`config.mk`:
```
export PLATFORM = sky130hd
export DESIGN_NAME = lfr_regs
export DESIGN_NICKNAME = d
export VERILOG_FILES = /design/src/lfr_pkg.sv /design/src/lfr_flag_bank.sv /design/src/lfr_irq.sv /design/src/lfr_regs.sv
export SDC_FILE = /design/constraint.sdc
export NUM_CORES = 1
export LEC_CHECK = 0
export CELL_PAD_IN_SITES_DETAIL_PLACEMENT = 0
export CELL_PAD_IN_SITES_GLOBAL_PLACEMENT = 1
export CORE_ASPECT_RATIO = 1.25
export CORE_UTILIZATION = 40
export CTS_BUF_LIST = sky130_fd_sc_hd__clkbuf_4 sky130_fd_sc_hd__clkbuf_8
export DETAILED_ROUTE_END_ITERATION = 8
export DONT_BUFFER_PORTS = 1
export PLACE_DENSITY_LB_ADDON = 0.1
export SLEW_MARGIN = 20
export SYNTH_ARGS = -nofsm -noshare
export SYNTH_HDL_FRONTEND = slang
export SYNTH_SLANG_ARGS = --single-unit
export TNS_END_PERCENT = 50
```
`constraint.sdc`:
```
create_clock -name clk -period 2 [get_ports clk]
set_input_delay 0.2 -clock clk [delete_from_list [all_inputs] [get_ports clk]]
set_output_delay 0.2 -clock clk [all_outputs]
set_load 0.01 [all_outputs]
```
`src/lfr_pkg.sv`:
```
//------------------------------------------------------------------
// Purpose: Shared constants and types for the LED line fault registers
// Assumes: 32-bit Avalon-MM data, 48-bit registers split in two words
// Notes:   Upper word of each register holds bits 47..32
//------------------------------------------------------------------
package lfr_pkg;

    //--------------------------------------------------------------
    // Geometry
    //--------------------------------------------------------------
    localparam int LINE_W    = 6;   // Line number width
    localparam int NUM_LINES = 64;  // Scan lines covered
    localparam int LOW_LINES = 48;  // Lines in the low-line words
    localparam int HI_LINES  = 16;  // Lines in the high-line words
    localparam int REG_W     = 48;  // Documented register width
    localparam int BUS_W     = 32;  // Avalon data width
    localparam int ADDR_W    = 6;   // Byte address width
    localparam int UPPER_W   = REG_W - BUS_W;

    //--------------------------------------------------------------
    // Byte offsets; each register takes a low and a high word
    //--------------------------------------------------------------
    localparam logic [ADDR_W-1:0] OFF_SHORT_SEL  = 6'h00;
    localparam logic [ADDR_W-1:0] OFF_OPEN_SEL   = 6'h08;
    localparam logic [ADDR_W-1:0] OFF_OPEN_HIGH  = 6'h10;
    localparam logic [ADDR_W-1:0] OFF_OPEN_LOW   = 6'h18;
    localparam logic [ADDR_W-1:0] OFF_SHORT_HIGH = 6'h20;
    localparam logic [ADDR_W-1:0] OFF_SHORT_LOW  = 6'h28;
    localparam logic [ADDR_W-1:0] OFF_IRQ        = 6'h30;
    localparam int                PAIR_LSB       = 3;
    localparam int                HALF_BIT       = 2;

    //--------------------------------------------------------------
    // Reset values and interrupt layout
    //--------------------------------------------------------------
    localparam logic [LINE_W-1:0] SEL_RESET  = 6'h00;
    localparam int                IRQ_W      = 2;
    localparam int                IRQ_OPEN   = 0;
    localparam int                IRQ_SHORT  = 1;
    localparam logic [IRQ_W-1:0]  IRQ_RESET  = 2'h0;

    // One detection result for one scan line
    typedef struct packed {
        logic              valid;
        logic [LINE_W-1:0] line;
        logic              fault;
    } lfr_det_t;

endpackage

```
`src/lfr_flag_bank.sv`:
```
//------------------------------------------------------------------
// Purpose: Per-line warning flags updated by detection results
// Assumes: Detection results arrive on clk, one line per cycle
// Notes:   Flags are not writable from the bus
//------------------------------------------------------------------
`timescale 1ns/1ps
module lfr_flag_bank
    import lfr_pkg::*;
#(
    parameter int NUM = NUM_LINES
) (
    // Clock and reset
    input  wire logic           clk,
    input  wire logic           rst_n,
    // Detection result
    input  wire lfr_det_t       det,
    // Flag state
    output logic [NUM-1:0]      flags_reg,
    output logic                rise
);

    //--------------------------------------------------------------
    // Flag storage
    //--------------------------------------------------------------
    // One flop per line; a result only touches its own line
    for (genvar i = 0; i < NUM; i++) begin : g_line
        always_ff @(posedge clk) begin
            if (!rst_n) begin
                flags_reg[i] <= 1'b0;
            end else if (det.valid && det.line == LINE_W'(i)) begin
                flags_reg[i] <= det.fault;
            end
        end
    end

    // New warning appears on a clean line
    assign rise = det.valid && det.fault && !flags_reg[det.line];

endmodule

```
`src/lfr_irq.sv`:
```
//------------------------------------------------------------------
// Purpose: Sticky event status, mask and level interrupt
// Assumes: Clear strobe carries the written ones for one cycle
// Notes:   A set in the clearing cycle wins over the clear
//------------------------------------------------------------------
`timescale 1ns/1ps
module lfr_irq
    import lfr_pkg::*;
(
    // Clock and reset
    input  wire logic             clk,
    input  wire logic             rst_n,
    // Events and software access
    input  wire logic [IRQ_W-1:0] set,
    input  wire logic [IRQ_W-1:0] clr,
    input  wire logic             mask_we,
    input  wire logic [IRQ_W-1:0] mask_wdata,
    // State and interrupt
    output logic [IRQ_W-1:0]      status_reg,
    output logic [IRQ_W-1:0]      mask_reg,
    output logic                  irq
);

    logic [IRQ_W-1:0] status_next;

    // Set over clear so no event is lost
    assign status_next = (status_reg & ~clr) | set;

    // Status flops
    always_ff @(posedge clk) begin
        if (!rst_n) begin
            status_reg <= IRQ_RESET;
        end else begin
            status_reg <= status_next;
        end
    end

    // Mask flops
    always_ff @(posedge clk) begin
        if (!rst_n) begin
            mask_reg <= IRQ_RESET;
        end else if (mask_we) begin
            mask_reg <= mask_wdata;
        end
    end

    // Level output, high while an enabled event is pending
    assign irq = |(status_reg & mask_reg);

endmodule

```
`src/lfr_regs.sv`:
```
//------------------------------------------------------------------
// Purpose: LED fault line select and line warning register bank
// Assumes: Avalon-MM slave on clk, detection logic on the same clock
// Notes:   Every access waits one cycle; read data from a register
//------------------------------------------------------------------
// Overview of operation
// - Short line select: 6-bit read/write, bits 47..6 read zero
// - Open high-line flags: bits 15..0 are lines 48..63, rest zero
// - Open low-line flags: bit n reports line n, lines 0..47
// - Flag zero means no warning; all flags reset to zero
// - Open flags are read-only; bus writes never change them
// - Short flags use the same high and low line layout
// - Open line select: 6-bit read/write, same line encoding
//
// Design decisions made here: the address map and the Avalon-MM interface to the registers.
`timescale 1ns/1ps
module lfr_regs
    import lfr_pkg::*;
(
    // Clock and reset
    input  wire logic                  clk,
    input  wire logic                  rst_n,
    // Avalon-MM slave
    input  wire logic [ADDR_W-1:0]     address,
    input  wire logic                  read,
    input  wire logic                  write,
    input  wire logic [BUS_W-1:0]      writedata,
    input  wire logic [3:0]            byteenable,
    output logic [BUS_W-1:0]           readdata,
    output logic                       waitrequest,
    // Detection results
    input  wire lfr_det_t              open_det,
    input  wire lfr_det_t              short_det,
    // Line selects toward detection
    output logic [LINE_W-1:0]          short_scan_line_select,
    output logic [LINE_W-1:0]          open_scan_line_select,
    // Interrupt
    output logic                       irq
);

    //--------------------------------------------------------------
    // Internal signals
    //--------------------------------------------------------------
    logic                  ack_reg;
    logic                  wr_en;
    logic [ADDR_W-1:0]     pair;
    logic                  upper;
    logic [REG_W-1:0]      rd_word;
    logic [BUS_W-1:0]      readdata_next;
    logic [LINE_W-1:0]     short_sel_reg;
    logic [LINE_W-1:0]     open_sel_reg;
    logic [NUM_LINES-1:0]  open_load_line_flags;
    logic [NUM_LINES-1:0]  short_line_flags;
    logic                  open_rise;
    logic                  short_rise;
    logic [IRQ_W-1:0]      irq_status;
    logic [IRQ_W-1:0]      irq_mask;
    logic [IRQ_W-1:0]      irq_clr;
    logic                  mask_we;

    //--------------------------------------------------------------
    // Bus handshake
    //--------------------------------------------------------------
    // One wait state gives the read mux a full cycle
    always_ff @(posedge clk) begin
        if (!rst_n) begin
            ack_reg <= 1'b0;
        end else begin
            ack_reg <= (read || write) && !ack_reg;
        end
    end

    assign waitrequest = (read || write) && !ack_reg;
    assign wr_en       = write && ack_reg;
    assign pair        = {address[ADDR_W-1:PAIR_LSB], 3'h0};
    assign upper       = address[HALF_BIT];

    //--------------------------------------------------------------
    // Line select registers
    //--------------------------------------------------------------
    // short select write
    always_ff @(posedge clk) begin
        if (!rst_n) begin
            short_sel_reg <= SEL_RESET;
        end else if (wr_en && pair == OFF_SHORT_SEL && !upper
                     && byteenable[0]) begin
            short_sel_reg <= writedata[LINE_W-1:0];
        end
    end

    always_ff @(posedge clk) begin
        if (!rst_n) begin
            open_sel_reg <= SEL_RESET;
        end else if (wr_en && pair == OFF_OPEN_SEL && !upper
                     && byteenable[0]) begin
            open_sel_reg <= writedata[LINE_W-1:0];
        end
    end

    assign short_scan_line_select = short_sel_reg;
    assign open_scan_line_select  = open_sel_reg;

    //--------------------------------------------------------------
    // Warning flag banks
    //--------------------------------------------------------------
    // reset clears, results update
    // banks see no bus write path, so writes cannot alter them
    lfr_flag_bank #(
        .NUM       (NUM_LINES)
    ) u_open_flags (
        .clk       (clk),
        .rst_n     (rst_n),
        .det       (open_det),
        .flags_reg (open_load_line_flags),
        .rise      (open_rise)
    );

    lfr_flag_bank #(
        .NUM       (NUM_LINES)
    ) u_short_flags (
        .clk       (clk),
        .rst_n     (rst_n),
        .det       (short_det),
        .flags_reg (short_line_flags),
        .rise      (short_rise)
    );

    //--------------------------------------------------------------
    // Interrupt status and mask
    //--------------------------------------------------------------
    // Write-one-to-clear status in the low word, mask in the high
    assign irq_clr = (wr_en && pair == OFF_IRQ && !upper
                      && byteenable[0]) ? writedata[IRQ_W-1:0]
                                        : IRQ_RESET;
    assign mask_we = wr_en && pair == OFF_IRQ && upper && byteenable[0];

    lfr_irq u_irq (
        .clk        (clk),
        .rst_n      (rst_n),
        .set        ({short_rise, open_rise}),
        .clr        (irq_clr),
        .mask_we    (mask_we),
        .mask_wdata (writedata[IRQ_W-1:0]),
        .status_reg (irq_status),
        .mask_reg   (irq_mask),
        .irq        (irq)
    );

    //--------------------------------------------------------------
    // Read mux
    //--------------------------------------------------------------
    // flags placed per line
    // Reserved bits come from the zero fill of each case
    always_comb begin
        rd_word = '0;
        case (pair)
            OFF_SHORT_SEL: begin
                rd_word[LINE_W-1:0] = short_sel_reg;
            end
            OFF_OPEN_SEL: begin
                rd_word[LINE_W-1:0] = open_sel_reg;
            end
            OFF_OPEN_HIGH: begin
                rd_word[HI_LINES-1:0] =
                    open_load_line_flags[NUM_LINES-1:LOW_LINES];
            end
            OFF_OPEN_LOW: begin
                rd_word = open_load_line_flags[LOW_LINES-1:0];
            end
            OFF_SHORT_HIGH: begin
                rd_word[HI_LINES-1:0] =
                    short_line_flags[NUM_LINES-1:LOW_LINES];
            end
            OFF_SHORT_LOW: begin
                rd_word = short_line_flags[LOW_LINES-1:0];
            end
            OFF_IRQ: begin
                rd_word[IRQ_W-1:0] = irq_status;
                rd_word[BUS_W+IRQ_W-1:BUS_W] = irq_mask;
            end
            default: begin
                rd_word = '0;
            end
        endcase
    end

    // Pick the half; upper word only has 16 live bits
    assign readdata_next = upper ? {16'h0000, rd_word[REG_W-1:BUS_W]}
                                 : rd_word[BUS_W-1:0];

    // Read data flop, loaded in the cycle that ends the wait
    always_ff @(posedge clk) begin
        if (!rst_n) begin
            readdata <= '0;
        end else if (read && !ack_reg) begin
            readdata <= readdata_next;
        end
    end
endmodule

```
==> reports/metrics.yaml <==
tns_ns: 0
synth-edff-count: 0
core.rowCount: 63
drc: 0
clock_skew_ns: 0.0162
final_cell_mix: "177 x dfxtp_1, 164 x nand2_1, 127 x mux2i_1"
crit_chain: "mux4_1, mux4_2, o221a_1, o41ai_2"
routed_wl_microns: 32500
cp_slowest_stage_delay_ns: 0.53
crit_slowest_cell: "mux4_1"
fin_util_pct: 45.6
cts_root_buf: "clkbuf_8"
dr_wl_met3_microns: 1350
cts.sinks: 177
cp_data_arrival_time_ns: 2.30
endpoint_kind: "flip-flop"
die_w_microns: 141
hpwl_microns: 22000
syn_area_sq_um: 9660
antenna_found_initial: 0
setup_viol: 0
syn-num-nets: 1153
worstMarginPinSlew_ns: 0.732
routed_via_density: 5.63
synth.avg_cell_area_sq_um: 8.86
max_freq_mhz: 526
dr.pass1.iters: 5
cp_max_fo: 3
p_per_area_nw_per_um2: 640
gp_congestion: 0.803
drive_gt1_share_pct: 9.79
dieArea_sq_um: 24800
port_buffers: 0
cap_violations: 0
cp-start-kind: "flip-flop"
die_y_microns: 176
topRoutingLayerUsed: "met4"
rsz0062_at_grt: "false"
grt_overflow_total: 0
required_ns: 2.40
synth_seq_area_share_pct: 36.7
worst-path-buf-inv: 0
synthDistinctLibCells: 52
cts_tree: "done"
grt_usage_pct: 26.9
period_needed_ns: 1.90
fin_crit_sh_pct: 95.1
area_growth_pct: 11.8
ys_ff_latch: 177
fin_nets: 1143
path_delay_family: "multiplexers"
wl_met1_microns: 14500
synth-async-reset-ratio_pct: 0
drt_iter0_drc: 648
design.core.area_sq_um: 23700
p_leak_uw: 0.00412
power_uw: 6920
synthFlopType: "dfxtp_1"
htreeDepth: 4
clk_pin_slew_ns: 0.10
cts_made_buffers: 17
clk-insertion-delay-late_ns: 0.49
initial_utilization_pct: 40.7
ant_nets: 0
hold_viol_final: 0
yosys_warnings: 0
max-slew-margin-rel_pct: 50.8
grt_pass1_vias: 7578
met2_length_microns: 15600
grt_pass1_wl_microns: 49200
routedWlPerCell_microns: 22.9
mostFrequentLayoutCell: "dfxtp_1"
ir_drop_mv: 0.405
antenna_cells: 0
min_path_type: "in2reg"
synthCells: 1091
cts_buffer_depth: 2
outcome: "finished clean"
critical_path_class: "reg2reg"
finalMaxSlewViolations: 0
boundaryPins: 108
num_vias: 7983
grt_max_degree: 149
-- worst register-to-register path: stages (launching register included) --
cell	delay (ns)
dfxtp_1	0.34
mux4_1	0.53
mux4_2	0.50
o221a_1	0.27
o41ai_2	0.18
-- what timing repair did --
item,CTS,global route
resized for setup,0,0
hold buffers,46,0
endpoints found under the hold margin,177,0
buffers inserted,0,0
-- report_power, final --
group	internal (uW)	switching [uW]	total [uW]	leakage (uW)
sequential	3550	35.2	3590	0.00143
clock	1380	1370	2750	0.000219
combinational	251	328	580	0.00248
-- final timing paths --
kind	startpoint	end	slack [ns]	depth (start not counted)
min reg2reg	u_short_flags.flags_reg[15]	u_short_flags.flags_reg[15]	0.48	2
max	u_open_flags.flags_reg[36]	u_irq.status_reg[0]	0.1	4
max reg2reg	u_open_flags.flags_reg[36]	u_irq.status_reg[0]	0.1	4
min	address[2]	readdata[3]	0.01	4
-- cell usage after synthesis, drive strengths merged (3+ instances only) --
master	instances	area share, %
inv	7	0.27
nor2b	122	7.9
a221oi	17	1.5
a22oi	20	1.6
nor3	16	0.83
o221ai	6	0.54
and2	4	0.26
o22ai	6	0.39
nand3b	3	0.23
o211ai	3	0.23
and3b	4	0.36
nand2b	12	0.78
a21boi	57	4.4
dfxtp	177	37
or2	8	0.52
and3	5	0.32
mux4	31	7.3
nand2	164	6.4
a22o	19	1.7
a211o	9	0.82
a21oi	19	0.98
clkbuf	82	3.2
mux2	7	0.82
buf	19	1.0
nand3	32	1.7
nor2	61	2.4
a211oi	3	0.23
mux2i	127	13
or3	5	0.32
o21ai	26	1.3
-- kinds of logic after synthesis --
logic type             after synthesis  share of synthesized area, %
AOI/OAI and AO/OA                  196                          14.9
buffers and inverters              109                          4.53
DFF                                177                          36.7
muxes                              165                          21.3
and+or+nand+nor                    444                          22.6
-- stage by stage --
stage	cells	setup WS, ns	instance area [sq um]	hold WS [ns]
after global routing	1418	0.0274	10800	0.0135
after global placement	1341	0.126	9860	0.343
after CTS	1418	0.0922	10800	0.00436
after detailed placement	1341	0.105	9860	0.347
final	1418	0.0982	10800	0.00995
after floorplan	1091	0.209	9660	0.366
-- layout make-up --
type | count | area (sq um)
Sequential cell | 177 | 3540
Inverter | 8 | 30.0
Timing Repair Buffer | 72 | 708
Fill cell | 2343 | 12900
Clock inverter | 10 | 146
Tap cell | 325 | 407
Clock buffer | 21 | 289
Multi-Input combinational cell | 805 | 5690
-- metal layers --
layer  vias to the layer above  track usage (%)
li1                       3822                -
met2                       195             44.3
met4                         0             10.4
met1                      3923             35.2
met5                         -                0
met3                        43             4.50
Note: power is estimated with default switching activity, not from simulation.
